**src/logic/clm_pkg.sv**
```systemverilog
package clm_pkg;

   // ***************************************************
   // Register map and layout
   // ***************************************************
   localparam logic [7:0]  ADDR_INPUT_CFG = 8'h00;
   localparam logic [7:0]  ADDR_CELL_CFG0 = 8'h04;
   localparam logic [7:0]  ADDR_CELL_CFG1 = 8'h08;
   localparam logic [7:0]  ADDR_CELL_CFG2 = 8'h0C;
   localparam logic [7:0]  ADDR_STATUS    = 8'h10;

   localparam int          IN_DED_CAPTURE_BIT = 0;
   localparam int          IN_DED_LATCH_BIT   = 1;
   localparam int          IN_PIN_CAPTURE_BIT = 2;
   localparam int          IN_PIN_LATCH_BIT   = 3;
   localparam int          STATUS_OUT_LSB     = 8;
   localparam int          STATUS_PWRUP_BIT   = 18;

   localparam logic [31:0] INPUT_CFG_RESET = 32'h0000_000F;
   localparam logic [31:0] CELL_CFG_RESET  = 32'h4444_4444;
   localparam logic [31:0] CELL_CFG2_RESET = 32'h0000_0044;
   localparam logic [31:0] CELL_CFG2_MASK  = 32'h0000_00FF;

   // ***************************************************
   // Fabric sizes
   // ***************************************************
   localparam int          N_DED      = 10;
   localparam int          N_BURIED   = 8;
   localparam int          N_OUT      = 10;
   localparam int          N_CELLS    = 18;
   localparam int          OUT_FIRST  = 14;
   localparam int          BURIED_FIRST = 0;

   // ***************************************************
   // Timing
   // ***************************************************
   localparam int          CLK_PERIOD_PS  = 5000;
   localparam int          PWRUP_TIME_NS  = 10000;
   localparam int          PWRUP_CYCLES   = (PWRUP_TIME_NS * 1000) / CLK_PERIOD_PS;

   // ***************************************************
   // Types
   // ***************************************************
   typedef struct packed {
      logic latch_sel;
      logic capture_enable_sel;
   } clm_in_cfg_type;

   typedef struct packed {
      logic clock_source_sel;
      logic output_timing_sel;
      logic data_polarity_sel;
      logic enable_term_polarity_sel;
   } clm_cell_cfg_type;

   typedef enum logic [1:0] {
      CELL_COMB,
      CELL_SUM_CLOCK,
      CELL_SHARED_CLOCK
   } clm_cell_mode_type;

   function automatic logic [31:0] apply_be(input logic [31:0] old_w,
                                            input logic [31:0] new_w,
                                            input logic [3:0]  be);
      logic [31:0] res;
      res = old_w;
      for (int b = 0; b < 4; b++) begin
         if (be[b]) begin
            res[8*b +: 8] = new_w[8*b +: 8];
         end
      end
      return res;
   endfunction

   function automatic clm_cell_mode_type cell_mode(input clm_cell_cfg_type c);
      clm_cell_mode_type m;
      m = CELL_COMB;
      if (!c.output_timing_sel) begin
         m = c.clock_source_sel ? CELL_SHARED_CLOCK : CELL_SUM_CLOCK;
      end
      return m;
   endfunction

endpackage

```
**src/logic/clm_input_group.sv**
```systemverilog
module clm_input_group
   import clm_pkg::*;
#(
   parameter int W = 10
) (
   input  wire logic           clk_in,       // System clock.
   input  wire logic           reset_in,     // Synchronous reset.
   input  wire clm_in_cfg_type cfg_in,       // Group mode.
   input  wire logic           cap_level_in, // Input capture clock level.
   input  wire logic           cap_rise_in,  // Input capture clock rising edge.
   input  wire logic [W-1:0]   pins_in,      // Pin values.
   output logic      [W-1:0]   cells_out     // Values presented to the array.
);

   logic [W-1:0] hold_r;
   logic         capture;
   logic         latched;

   // Latch 0 with capture 1 is not a valid setting; it behaves as direct.
   assign capture = ~cfg_in.capture_enable_sel & ~(cfg_in.latch_sel & 1'b0);
   assign latched = capture & ~cfg_in.latch_sel;

   always_ff @(posedge clk_in) begin
      if (reset_in) begin
         hold_r <= '0;
      end else if (latched && cap_level_in) begin
         hold_r <= pins_in;
      end else if (capture && !latched && cap_rise_in) begin
         hold_r <= pins_in;
      end
   end

   always_comb begin
      if (!capture) begin
         cells_out = pins_in;
      end else if (latched && cap_level_in) begin
         cells_out = pins_in;
      end else begin
         cells_out = hold_r;
      end
   end

endmodule

```
**src/logic/clm_cell.sv**
```systemverilog
module clm_cell
   import clm_pkg::*;
(
   input  wire logic             clk_in,      // System clock.
   input  wire logic             reset_in,    // Synchronous reset.
   input  wire logic             clear_in,    // Shared register clear, active high.
   input  wire clm_cell_cfg_type cfg_in,      // Cell configuration.
   input  wire logic             data_in,     // Data sum term.
   input  wire logic             enable_in,   // Enable sum term, raw polarity.
   input  wire logic             oc_rise_in,  // Shared output clock rising edge.
   output logic                  reg_out,     // Register state.
   output logic                  value_out    // Cell output before the pin buffer.
);

   clm_cell_mode_type mode;
   logic              term_e;
   logic              term_d;
   logic              term_e_prev_r;
   logic              q_r;

   assign mode   = cell_mode(cfg_in);
   // Polarity sits ahead of the register, so a cleared register is zero whatever the setting.
   assign term_d = data_in ^ cfg_in.data_polarity_sel;
   assign term_e = enable_in ^ cfg_in.enable_term_polarity_sel;

   always_ff @(posedge clk_in) begin
      if (reset_in) begin
         term_e_prev_r <= 1'b0;
      end else begin
         term_e_prev_r <= term_e;
      end
   end

   always_ff @(posedge clk_in) begin
      if (reset_in || clear_in) begin
         q_r <= 1'b0;
      end else if (mode == CELL_SHARED_CLOCK && oc_rise_in && term_e) begin
         q_r <= term_d;
      end else if (mode == CELL_SUM_CLOCK && term_e && !term_e_prev_r) begin
         q_r <= term_d;
      end
   end

   // The clear masks the register at once so it acts without waiting for an edge.
   assign reg_out   = q_r & ~clear_in;
   assign value_out = (mode == CELL_COMB) ? term_d : reg_out;

endmodule

```
**src/logic/clm_fabric.sv**
```systemverilog
// Notes on behaviour
// - Two input groups, dedicated inputs and pin inputs, each set as a whole.
// - Each input group is direct, latched or registered.
// - Latched group is transparent while input capture clock is high.
// - Registered group samples pins on input capture clock rising edge.
// - Four input mode bits, capture and latch select per group, in configuration.
// - Capture select picks direct versus captured; latch select picks latch or register.
// - Latch1/capture1 direct, latch0/capture0 latched, latch1/capture0 registered.
// - Eight buried cells feed only the array, never pins.
// - Ten output cells feed the array and drive pins.
// - Each cell has its own four configuration bits.
// - Output cells are numbered 14 to 23, buried cells 0 to 7.
// - Shared clock mode: shared output clock, enable term is clock enable.
// - Sum clock mode: register always enabled, enable term is its clock.
// - Combinational mode bypasses the register; buried gives complement terms.
// - Output cell pin polarity chosen by data polarity bit.
// - Every enable term polarity chosen by enable term polarity bit; pin enable product terms pass with no polarity bit.
// - Each output pin driver enabled by its own enable product term.
// - One active high reset term clears all cell registers to zero.
// - Cleared register shows as one at its pin through the inverting buffer.
// - Direct feedback always present; pin feedback valid only while driving.
// - The shared reset comes from a dedicated reset product term.
// - After power-up all registers are cleared within 10 microseconds.
module clm_fabric
   import clm_pkg::*;
(
   input  wire logic                clk_in,               // 200 MHz clock.
   input  wire logic                reset_in,             // Synchronous reset, active high.
   input  wire logic [7:0]          avs_address_in,       // Byte address.
   input  wire logic                avs_read_in,          // Read request.
   input  wire logic                avs_write_in,         // Write request.
   input  wire logic [31:0]         avs_writedata_in,     // Write data.
   input  wire logic [3:0]          avs_byteenable_in,    // Byte enables.
   output logic      [31:0]         avs_readdata_out,     // Read data.
   output logic                     avs_waitrequest_out,  // Wait request.
   input  wire logic                input_capture_clock_in, // Input capture clock level.
   input  wire logic                shared_output_clock_in, // Shared output clock level.
   input  wire logic [N_DED-1:0]    ded_pins_in,          // Dedicated input pins.
   input  wire logic [N_OUT-1:0]    io_pins_in,           // Pin levels seen at the pads.
   output logic      [N_OUT-1:0]    io_pins_out,          // Pin drive values.
   output logic      [N_OUT-1:0]    io_pins_oe_out,       // Pin drive enables.
   input  wire logic [N_CELLS-1:0]  data_terms_in,        // Data sum terms.
   input  wire logic [N_CELLS-1:0]  enable_terms_in,      // Enable sum terms.
   input  wire logic [N_OUT-1:0]    oe_terms_in,          // Pin enable product terms.
   input  wire logic                reset_term_in,        // Shared register reset term.
   output logic      [N_DED-1:0]    ded_cells_out,        // Dedicated input cells to array.
   output logic      [N_OUT-1:0]    pin_cells_out,        // Pin input cells to array.
   output logic      [N_OUT-1:0]    pin_feedback_valid_out, // Pin feedback is meaningful.
   output logic      [N_CELLS-1:0]  cell_feedback_out,    // Direct cell feedback to array.
   output logic                     pwrup_busy_out        // Power-up clear in progress.
);

   // ***************************************************
   // Power-up clear
   // ***************************************************
   localparam int PWRUP_W = $clog2(PWRUP_CYCLES + 1);

   logic [PWRUP_W-1:0] pwrup_cnt_r;
   logic               pwrup_busy_r;
   logic               clear_all;

   always_ff @(posedge clk_in) begin
      if (reset_in) begin
         pwrup_cnt_r  <= '0;
         pwrup_busy_r <= 1'b1;
      end else if (pwrup_busy_r) begin
         if (pwrup_cnt_r == PWRUP_W'(PWRUP_CYCLES - 1)) begin
            pwrup_busy_r <= 1'b0;
         end
         pwrup_cnt_r <= pwrup_cnt_r + PWRUP_W'(1);
      end
   end

   assign clear_all      = reset_term_in | pwrup_busy_r;
   assign pwrup_busy_out = pwrup_busy_r;

   // ***************************************************
   // Clock edge detection
   // ***************************************************
   logic icap_prev_r;
   logic oc_prev_r;
   logic icap_rise;
   logic oc_rise;

   always_ff @(posedge clk_in) begin
      if (reset_in) begin
         icap_prev_r <= 1'b0;
         oc_prev_r   <= 1'b0;
      end else begin
         icap_prev_r <= input_capture_clock_in;
         oc_prev_r   <= shared_output_clock_in;
      end
   end

   assign icap_rise = input_capture_clock_in & ~icap_prev_r;
   assign oc_rise   = shared_output_clock_in & ~oc_prev_r;

   // ***************************************************
   // Register bus slave
   // ***************************************************
   logic [31:0] input_cfg_r;
   logic [31:0] cell_cfg0_r;
   logic [31:0] cell_cfg1_r;
   logic [31:0] cell_cfg2_r;
   logic        ack_r;
   logic [31:0] rdata_r;
   logic [31:0] rdata_nxt;
   logic        req;
   logic        wr_take;
   logic [N_CELLS-1:0] cell_regs;

   assign req                 = avs_read_in | avs_write_in;
   // One wait cycle: the answer comes at the second edge of every request.
   assign avs_waitrequest_out = req & ~ack_r;
   assign wr_take             = avs_write_in & ack_r;
   assign avs_readdata_out    = rdata_r;

   always_ff @(posedge clk_in) begin
      if (reset_in) begin
         ack_r <= 1'b0;
      end else begin
         ack_r <= req & ~ack_r;
      end
   end

   always_comb begin
      rdata_nxt = '0;
      case (avs_address_in)
         ADDR_INPUT_CFG: begin
            rdata_nxt = input_cfg_r;
         end
         ADDR_CELL_CFG0: begin
            rdata_nxt = cell_cfg0_r;
         end
         ADDR_CELL_CFG1: begin
            rdata_nxt = cell_cfg1_r;
         end
         ADDR_CELL_CFG2: begin
            rdata_nxt = cell_cfg2_r;
         end
         ADDR_STATUS: begin
            rdata_nxt[N_CELLS-1:0]    = cell_regs;
            rdata_nxt[STATUS_PWRUP_BIT] = pwrup_busy_r;
         end
         default: begin
            rdata_nxt = '0;
         end
      endcase
   end

   always_ff @(posedge clk_in) begin
      if (reset_in) begin
         rdata_r <= '0;
      end else if (avs_read_in && !ack_r) begin
         rdata_r <= rdata_nxt;
      end
   end

   always_ff @(posedge clk_in) begin
      if (reset_in) begin
         input_cfg_r <= INPUT_CFG_RESET;
         cell_cfg0_r <= CELL_CFG_RESET;
         cell_cfg1_r <= CELL_CFG_RESET;
         cell_cfg2_r <= CELL_CFG2_RESET;
      end else if (wr_take) begin
         case (avs_address_in)
            ADDR_INPUT_CFG: begin
               input_cfg_r <= apply_be(input_cfg_r, avs_writedata_in,
                                       avs_byteenable_in) & INPUT_CFG_RESET;
            end
            ADDR_CELL_CFG0: begin
               cell_cfg0_r <= apply_be(cell_cfg0_r, avs_writedata_in, avs_byteenable_in);
            end
            ADDR_CELL_CFG1: begin
               cell_cfg1_r <= apply_be(cell_cfg1_r, avs_writedata_in, avs_byteenable_in);
            end
            ADDR_CELL_CFG2: begin
               cell_cfg2_r <= apply_be(cell_cfg2_r, avs_writedata_in,
                                       avs_byteenable_in) & CELL_CFG2_MASK;
            end
            default: begin
            end
         endcase
      end
   end

   // ***************************************************
   // Input cells
   // ***************************************************
   clm_in_cfg_type ded_cfg;
   clm_in_cfg_type pin_cfg;

   assign ded_cfg.capture_enable_sel = input_cfg_r[IN_DED_CAPTURE_BIT];
   assign ded_cfg.latch_sel          = input_cfg_r[IN_DED_LATCH_BIT];
   assign pin_cfg.capture_enable_sel = input_cfg_r[IN_PIN_CAPTURE_BIT];
   assign pin_cfg.latch_sel          = input_cfg_r[IN_PIN_LATCH_BIT];

   clm_input_group #(.W(N_DED)) u_dedicated_input_cell (
      .clk_in       (clk_in),
      .reset_in     (reset_in),
      .cfg_in       (ded_cfg),
      .cap_level_in (input_capture_clock_in),
      .cap_rise_in  (icap_rise),
      .pins_in      (ded_pins_in),
      .cells_out    (ded_cells_out)
   );

   clm_input_group #(.W(N_OUT)) u_pin_input_cell (
      .clk_in       (clk_in),
      .reset_in     (reset_in),
      .cfg_in       (pin_cfg),
      .cap_level_in (input_capture_clock_in),
      .cap_rise_in  (icap_rise),
      .pins_in      (io_pins_in),
      .cells_out    (pin_cells_out)
   );

   // ***************************************************
   // Output and buried cells
   // ***************************************************
   logic [4*N_CELLS-1:0] cell_cfg_all;
   logic [N_CELLS-1:0]   cell_values;
   clm_cell_cfg_type     cell_cfg [N_CELLS];

   // Slot k holds buried cell k for k below 8, else output cell k + 6.
   assign cell_cfg_all = {cell_cfg2_r[7:0], cell_cfg1_r, cell_cfg0_r};

   for (genvar k = 0; k < N_CELLS; k++) begin : g_cell
      assign cell_cfg[k] = clm_cell_cfg_type'(cell_cfg_all[4*k +: 4]);

      clm_cell u_cell (
         .clk_in       (clk_in),
         .reset_in     (reset_in),
         .clear_in     (clear_all),
         .cfg_in       (cell_cfg[k]),
         .data_in      (data_terms_in[k]),
         .enable_in    (enable_terms_in[k]),
         .oc_rise_in   (oc_rise),
         .reg_out      (cell_regs[k]),
         .value_out    (cell_values[k])
      );
   end

   // All cell values, buried and output, go back to the array.
   assign cell_feedback_out = cell_values;

   // ***************************************************
   // Pin drivers
   // ***************************************************
   for (genvar p = 0; p < N_OUT; p++) begin : g_pin
      // The pad buffer inverts, so a cleared register reads as one at any polarity.
      assign io_pins_out[p] = ~cell_values[N_BURIED + p];
   end

   assign io_pins_oe_out         = oe_terms_in;
   assign pin_feedback_valid_out = oe_terms_in;

endmodule

```
**config.mk**
```make
export PLATFORM = sky130hd
export DESIGN_NAME = clm_fabric
export DESIGN_NICKNAME = d
export VERILOG_FILES = /design/src/logic/clm_pkg.sv /design/src/logic/clm_input_group.sv /design/src/logic/clm_cell.sv /design/src/logic/clm_fabric.sv
export SDC_FILE = /design/constraint.sdc
export NUM_CORES = 1
export LEC_CHECK = 0
export BUFFER_PORTS_ARGS = -buffer_cell sky130_fd_sc_hd__buf_2
export CORE_ASPECT_RATIO = 0.9
export CORE_MARGIN = 4
export CORE_UTILIZATION = 25
export CTS_BUF_LIST = sky130_fd_sc_hd__clkbuf_8 sky130_fd_sc_hd__clkbuf_16
export DETAILED_ROUTE_END_ITERATION = 12
export SLEW_MARGIN = 20
export SYNTH_ARGS = -nofsm -noshare
export SYNTH_HDL_FRONTEND = slang
export SYNTH_SLANG_ARGS = --single-unit
```
**constraint.sdc**
```tcl
create_clock -name clk_in -period 4.21 [get_ports clk_in]
set_input_delay 0.2105 -clock clk_in [delete_from_list [all_inputs] [get_ports clk_in]]
set_output_delay 0.2105 -clock clk_in [all_outputs]
set_load 0.1 [all_outputs]
```
### Yosys cells after proc, flatten, opt, wreduce, memory -nomap -nowiden

Index checks and enable logic that the tools add are counted.
Widths: inputs -> output; s select.

| word-level totals | value |
|---|---|
| register bits | 179 |
| input port bits | 117 |
| output and inout bits | 102 |
| logic and storage cells | 428 |

| operators by class | value |
|---|---|
| $add $sub $neg | 1 |
| equal/unequal tests | 41 |
| mux-type cells | 102 |
| bitwise gates (word level) | 80 |
| reductions and logical operators | 150 |

Operators with widths:

| operator | count |
|---|---|
| $pmux 19 s5 | 1 |
| $mux 10 | 8 |
| $logic_and 1x1->1 | 79 |
| $mux 2 | 36 |
| $mux 1 | 56 |
| $reduce_bool 2->1 | 20 |
| $eq 2x1->1 const B | 18 |
| $eq 2x2->1 const B | 18 |
| $logic_not 2->1 | 18 |
| $xor 1x1->1 | 36 |
| $reduce_and 3->1 | 10 |
| $pmux 13 s2 | 1 |
| $and 1x1->1 | 24 |
| $logic_not 1->1 | 21 |
| $not 1->1 | 18 |
| $eq 8x4->1 const B | 2 |
| $add 11x1->11 const B | 1 |
| $eq 11x11->1 const B | 1 |
| $eq 8x3->1 const B | 1 |
| $eq 8x5->1 const B | 1 |
| $logic_not 8->1 | 1 |
| $or 1x1->1 | 2 |
| $logic_or 1x1->1 | 1 |

### Logic depth before layout (Yosys ltp)

Gate-level depths: netlist of the first run.

| logic depth | value |
|---|---|
| word-level depth | 7 |
| gate-level depth with buffers | 7 |
| mapped depth without buffers | 5 |

### Cells and area by module

A second synthesis of the first run with hierarchy kept.

| unflattened totals | value |
|---|---|
| cell total of the unflattened synthesis | 942 |
| area, all modules | 8887.3 µm² |

By module, submodules not included:

| module | instances | cells each | area each (µm²) | seq. area each (µm²) |
|---|---|---|---|---|
| clm_fabric | 1 | 578 | 5506.5 | 2462.4 |
| clm_cell | 18 | 14 | 122.6 | 40.0 |
| clm_input_group | 2 | 56 | 586.8 | 200.2 |

### Worst setup path after synthesis of the first run

OpenSTA, ideal clock, no wires.

| path | value |
|---|---|
| path type | flip-flop to output port |
| start | register pwrup_busy_r, in the netlist pwrup_busy_out |
| end | output port cell_feedback_out[11] |
| data arrival time | 2.705 ns |
| setup slack | 1.295 ns |
| stages on the path, launching flop included | 8 |
| cells stage by stage | dfxtp_1 > buf_2 > nor2_2 > buf_2 > nand2_1 > o21a_1 > inv_1 > buf_4 |

| between the ends | value |
|---|---|
| longest elaborated chain between the ends | 4 |

RTL lines:

| what | line | source |
|---|---|---|
| start, declared | clm_fabric.sv:59 | `logic pwrup_busy_r;` |
| start signal, assigned | clm_fabric.sv:65 | `pwrup_busy_r <= 1'b1;` |
| start signal, assigned | clm_fabric.sv:68 | `pwrup_busy_r <= 1'b0;` |
| $or 1x1->1 | clm_fabric.sv:74 | `assign clear_all = reset_term_in \| pwrup_busy_r;` |
| $not 1->1 | clm_cell.sv:45 | `assign reg_out = q_r & ~clear_in;` |
| $and 1x1->1 | clm_cell.sv:45 |  |
| $mux 1 | clm_cell.sv:46 | `assign value_out = (mode == CELL_COMB) ? term_d : reg_out;` |
| end, declared | clm_fabric.sv:49 | `output logic [N_CELLS-1:0] cell_feedback_out,` |

No other way between the ends.

### Worst setup path in the final report of the first run

| path | value |
|---|---|
| start | register pwrup_busy_r, in the netlist pwrup_busy_out |
| end | output port cell_feedback_out[15] |

Same word-level chain as after synthesis.

==> results of run 1 <==
[state kept, by name, indices dropped and copies added (netlist names), 4 cells and up]
register / flops
pwrup_cnt_r: 11
g_cell.u_cell.term_e_prev_r: 18
input_cfg_r: 4
g_cell.u_cell.q_r: 18
cell_cfg1_r: 32
u_dedicated_input_cell.hold_r: 10
u_pin_input_cell.hold_r: 10
cell_cfg0_r: 32
avs_readdata_out: 32
cell_cfg2_r: 8
[synth_stat cells (22+ instances only)]
cell type / number / share of area (%)
a22oi_1: 45 / 4.0
buf_4: 41 / 3.6
dfxtp_1: 179 / 42
inv_1: 31 / 1.4
mux2_2: 24 / 3.2
mux2i_1: 93 / 11
nand2_1: 53 / 2.4
nor2_1: 146 / 6.5
o21ai_0: 22 / 1.3
o21ai_1: 28 / 1.7
xnor2_1: 23 / 2.4
[power breakdown]
| part | switching (mW) | internal [mW] |
|---|---|---|
| combinational | 0.347 | 0.107 |
| sequential | 0.00600 | 1.71 |
| clock | 0.730 | 0.939 |
[timing repair]
| action | CTS | global route |
|---|---|---|
| gates resized for setup | 0 | 0 |
| endpoints found under the hold margin | 8 | 0 |
| hold buffers | 6 | 0 |
[how the worst min path moves through the flow]
stage | from | cells past startpoint | end | slack (ns)
floorplan | shared_output_clock_in | 1 | oc_prev_r | 0.34
global placement | oe_terms_in[5] | 0 | io_pins_oe_out[5] | 0.42
detailed placement | oe_terms_in[5] | 0 | io_pins_oe_out[5] | 0.42
CTS | avs_writedata_in[29] | 3 | cell_cfg0_r[29] | 0.002
global route | avs_writedata_in[8] | 3 | cell_cfg1_r[8] | 0.01
finish | avs_writedata_in[8] | 3 | cell_cfg1_r[8] | 0.02
[worst max-delay path, cell delays in order (launching register included)]
cell	delay, ns
dfxtp_1	0.45
nor2_2	0.48
buf_4	0.32
nand2_1	0.07
o21ai_0	0.22
buf_2	0.48
[area by class of cell]
type                            count  share of cell area (%)
Clock buffer                       17                   4.189
Sequential cell                   179                   35.29
Timing Repair Buffer              202                   10.47
Tap cell                          422                   5.200
Inverter                           31                   1.146
Multi-Input combinational cell    572                   41.95
Clock inverter                     14                   1.750
[layer usage]
layer	share of wire (%)	global-route usage [%]	up-vias
li1	-	-	3240
met1	50	19.62	3135
met2	44	21.12	163
met3	4.8	3.305	14
met4	0.96	3.007	0
met5	0	0	-
[logic make-up after synthesis]
logic type | Yosys count | share of synthesized area (%)
compound gates | 148 | 14.51
xor+xnor | 44 | 4.564
fa+ha+maj | 1 | 0.1482
buf+inv | 112 | 7.647
flops | 179 | 42.44
mux | 121 | 15.29
simple gates | 258 | 15.40
==> flow_summary.toml, run 1 <==
[worst_hold_path]
hp-class = "in -> reg"

[layout]
final_common_cell = "buf_2"
regArea_mm2 = 0.003583
final_util_pct = 30.67
finalNonFillerCells = 1437
final_cell_mix = "buf_2 (187), dfxtp_1 (179), nor2_1 (146)"
multi_input_area_mm2 = 0.004260
stdcell_area_mm2 = 0.01015
nFillCells = 3449
drive_above_1_share_pct = 28.77
area_delta_synth_final_pct = 20.27
nNetsFinal = 1121
antennaDiodeCount = 0

[job]
cap_viol_max_count = 0

[clock_tree]
insertion_delay_ns = 0.44
post_cts_buffers = 0
cts_buffer_depth = 2
cts_sinks = 179
clk_pin_slew_ns = 0.07
ctsHtreeMaxLevel = 4
cts_inserted_buffers = 17
cts_tree = "done"
clockRootBuffer = "clkbuf_16"

[floorplanning]
die_width_um = 201.7
num_rows = 63
start_util_pct = 25.50
coreArea_mm2 = 0.03311
die-area_mm2 = 0.03678
fp.dieH_um = 182.3
io_pins = 219

[detailed_routing]
drt-total-wl_um = 25660
via_per_inst = 4.559
postRouteAntennaNets = 0
post_drt_wl_per_cell_um = 17.85
drt_drc_violations_left = 0
first_iter_violations = 396
drt-pass1-iter-count = 5
vias = 6552

[setup_path]
arrival_ns = 2.46
r2r_cells = 5
cp.required_ns = 4.00
end_kind = "output pin"
reg2reg_to = "g_cell[9].u_cell.q_r"
critPathKind = "reg -> out"
crit_end = "cell_feedback_out[15]"
rrSetupSlack_ns = 2.19
cp-start-kind = "flop"
r2r-start = "oc_prev_r"
critPathLaunch = "pwrup_busy_out"
cp_max_fo = 12

[timing]
skew_ns = 0.01162
min_period_over_period_pct = 63.53
fin_crit_ns = 2.674
worst_pin_slew_ns = 1.075
finalSetupViolations = 0
final.setup.worst_slack_ns = 1.536
rsz0062_at_grt = "no"
slew_violations = 0
fmax_mhz = 373.9
hold_viol_final = 0
setup_tns_ns = 0
slew_headroom_pct = 28.17
holdWs_ns = 0.02387

[global_routing]
gr-total-overflow = 0
grt_max_degree = 77
grtUsageTotal_pct = 13.74
grt_pass1_vias = 6558
antenna_found_initial = 0
grt_pass1_wl_um = 39230

[pwr]
power_leakage_nw = 4.296
peakVddDrop_mv = 0.2815
p_per_area_mw_per_mm2 = 377.7
power.total_mw = 3.835

[yosys]
ys_seq_area_share_pct = 42.44
synthArstFlopShare_pct = 0
avgSynthCellArea_um2 = 9.783
synth_seq_cells = 179
synth_nets = 981
yosysWarnings = 0
ys_types = 49
synth-edff-count = 0
synthFlopType = "dfxtp_1"
synthCells = 863
syn_area_mm2 = 0.008443

[place]
dpl-instance-area_mm2 = 0.009484
dp.cells = 1400
dp_hpwl_um = 18820
portBuffers = 188
place_congestion = 0.7690
pre_cts_slack_ns = 1.949

[status]
status = "finished, final reports clean"
Note: power is estimated with default switching activity, not from simulation.
==> run 2: changes to the inputs <==
Clock period 4.21 ns to 2.6 ns, I/O delays scaled along.
==> flow_summary.toml, run 2 (synthesis results as in run 1) <==
[status]
status = "finished, final reports clean"

[timing]
min_period_over_period_pct = 89.42
fmax_mhz = 430.1
rsz0062_at_grt = "no"
slew_headroom_pct = 34.13
worst_pin_slew_ns = 0.9881
skew_ns = 0.01137
setup_tns_ns = 0
slew_violations = 0
finalSetupViolations = 0
final.setup.worst_slack_ns = 0.2750
hold_viol_final = 0
fin_crit_ns = 2.325

[floorplanning]
coreArea_mm2 = 0.03311
start_util_pct = 25.50
io_pins = 219
num_rows = 63
die_width_um = 201.7
fp.dieH_um = 182.3
die-area_mm2 = 0.03678

[setup_path]
critPathKind = "reg -> out"
cp.required_ns = 2.47
crit_top_cell = "buf_4"
slowest_stage = "dfxtp_1"
reg2reg_to = "g_cell[9].u_cell.q_r"
cp-start-kind = "flop"
cp_max_fo = 12
critPathBufInv = 4
cp_top_family = "buffers and inverters"
critPathMaxStageDelay_ns = 0.44
end_kind = "output pin"
arrival_ns = 2.19
r2r_cells = 4
r2r-start = "oc_prev_r"
rrSetupSlack_ns = 0.65
worstPathCellList = "nor2_2 > buf_4 > nand2_1 > o21ai_0 > buf_4 > inv_1 > buf_2"

[detailed_routing]
post_drt_wl_per_cell_um = 17.57
top_layer = "met5"
postRouteAntennaNets = 0
drt-pass1-iter-count = 5
drt-total-wl_um = 26300
route.met2.wl_um = 12030
via_per_inst = 4.526
dr_wl_met3_um = 1612
vias = 6776
met1_length_um = 12190
drt_drc_violations_left = 0
first_iter_violations = 552

[clock_tree]
holdBufCountCts = 52
ctsHtreeMaxLevel = 4
clk_pin_slew_ns = 0.07
cts_inserted_buffers = 17
cts_buffer_depth = 2
clockRootBuffer = "clkbuf_16"
cts_tree = "done"
post_cts_buffers = 0
cts_sinks = 179
cts.repair.resized = 0
insertion_delay_ns = 0.44

[global_routing]
grtUsageTotal_pct = 14.12
grt_max_degree = 88
antenna_found_initial = 4
grt_pass1_vias = 6855
grt_pass1_wl_um = 40360
gr-total-overflow = 0

[layout]
multi_input_area_mm2 = 0.004254
drive_above_1_share_pct = 28.40
area_delta_synth_final_pct = 28.56
regArea_mm2 = 0.003583
final_common_cell = "dfxtp_1"
nFillCells = 3434
final_util_pct = 32.79
stdcell_area_mm2 = 0.01085
final_cell_mix = "dfxtp_1 (179), buf_2 (177), nor2_1 (146)"
nNetsFinal = 1179

[pwr]
pwr-share-clk_pct = 42.7
p_seq_share_pct = 44.0
power_leakage_nw = 4.618
combPwrFrac_pct = 13.3
p_per_area_mw_per_mm2 = 580.6
power.total_mw = 6.302
p_int_mw = 4.538
swShare_pct = 27.99
peakVddDrop_mv = 0.4817
netSwitchingPower_mw = 1.764

[worst_hold_path]
worstHoldPathCells = 3
holdCritStartpoint = "input_capture_clock_in"
hold_end = "icap_prev_r"
hp-class = "in -> reg"

[place]
portBuffers = 188
dp_hpwl_um = 19210
pre_cts_slack_ns = 0.6700
place_congestion = 0.7855
dpl-instance-area_mm2 = 0.009726

[job]
cap_viol_max_count = 0
## run 2: cell count changes in the layout (fill, tap and decap cells not counted), sizes merged
cell / delta
inv: +1
clkinv: +2
dlygate4sd3: +46
diode: +1
clkinvlp: -2
buf: +12
## run 2: cell type report
cell class	instances	area share, %
Multi-Input combinational cell	572	39.19
Sequential cell	179	33.01
Timing Repair Buffer	260	16.25
Tap cell	422	4.865
Clock buffer	17	3.919
Clock inverter	15	1.660
Inverter	31	1.072
Antenna cell	1	0.02305
## run 2: power groups by stage
stage               Sequential [mW]  Clock [mW]  Combinational (mW)
CTS                            2.77        2.78               0.847
global placement               2.83           0               0.777
floorplan                      2.84           0               0.678
global route                   2.77        2.89               0.887
detailed placement             2.84           0               0.782
finish                         2.77        2.69               0.840
## run 2: layer usage
layer  GRT usage (%)  vias to the layer above
li1                -                     3345
met1           19.05                     3217
met2           22.21                      169
met3           4.069                       37
met4           3.855                        8
met5               0                        -
## run 2: through the flow
| step | std cells | hold WS, ns |
|---|---|---|
| after floorplan | 863 | 0.2582 |
| after global placement | 1412 | 0.2610 |
| after detailed placement | 1412 | 0.2610 |
| after CTS | 1496 | 0.003730 |
| after global routing | 1496 | 0.02793 |
| final | 1497 | 0.03255 |
## run 2: how the worst max path moves through the flow
| stage | startpoint | slack [ns] | endpoint | cells after the start |
|---|---|---|---|---|
| 3_3_place_gp | pwrup_busy_out | 0.69 | io_pins_out[2] | 6 |
| 6_report | pwrup_busy_out | 0.28 | io_pins_out[0] | 7 |
| 4_1_cts | input_cfg_r[1] | 0.19 | ded_cells_out[7] | 4 |
| 3_5_place_dp | avs_address_in[1] | 0.67 | avs_readdata_out[25] | 6 |
| 5_1_grt | pwrup_busy_out | 0.08 | io_pins_out[0] | 7 |
| 2_1_floorplan | pwrup_busy_out | 0.07 | cell_feedback_out[11] | 7 |
## run 2: tightest hold or removal path: cells and delay by family
kind          cells  cell delay [ns]
buf+inv           2             0.21
simple gates      1             0.10
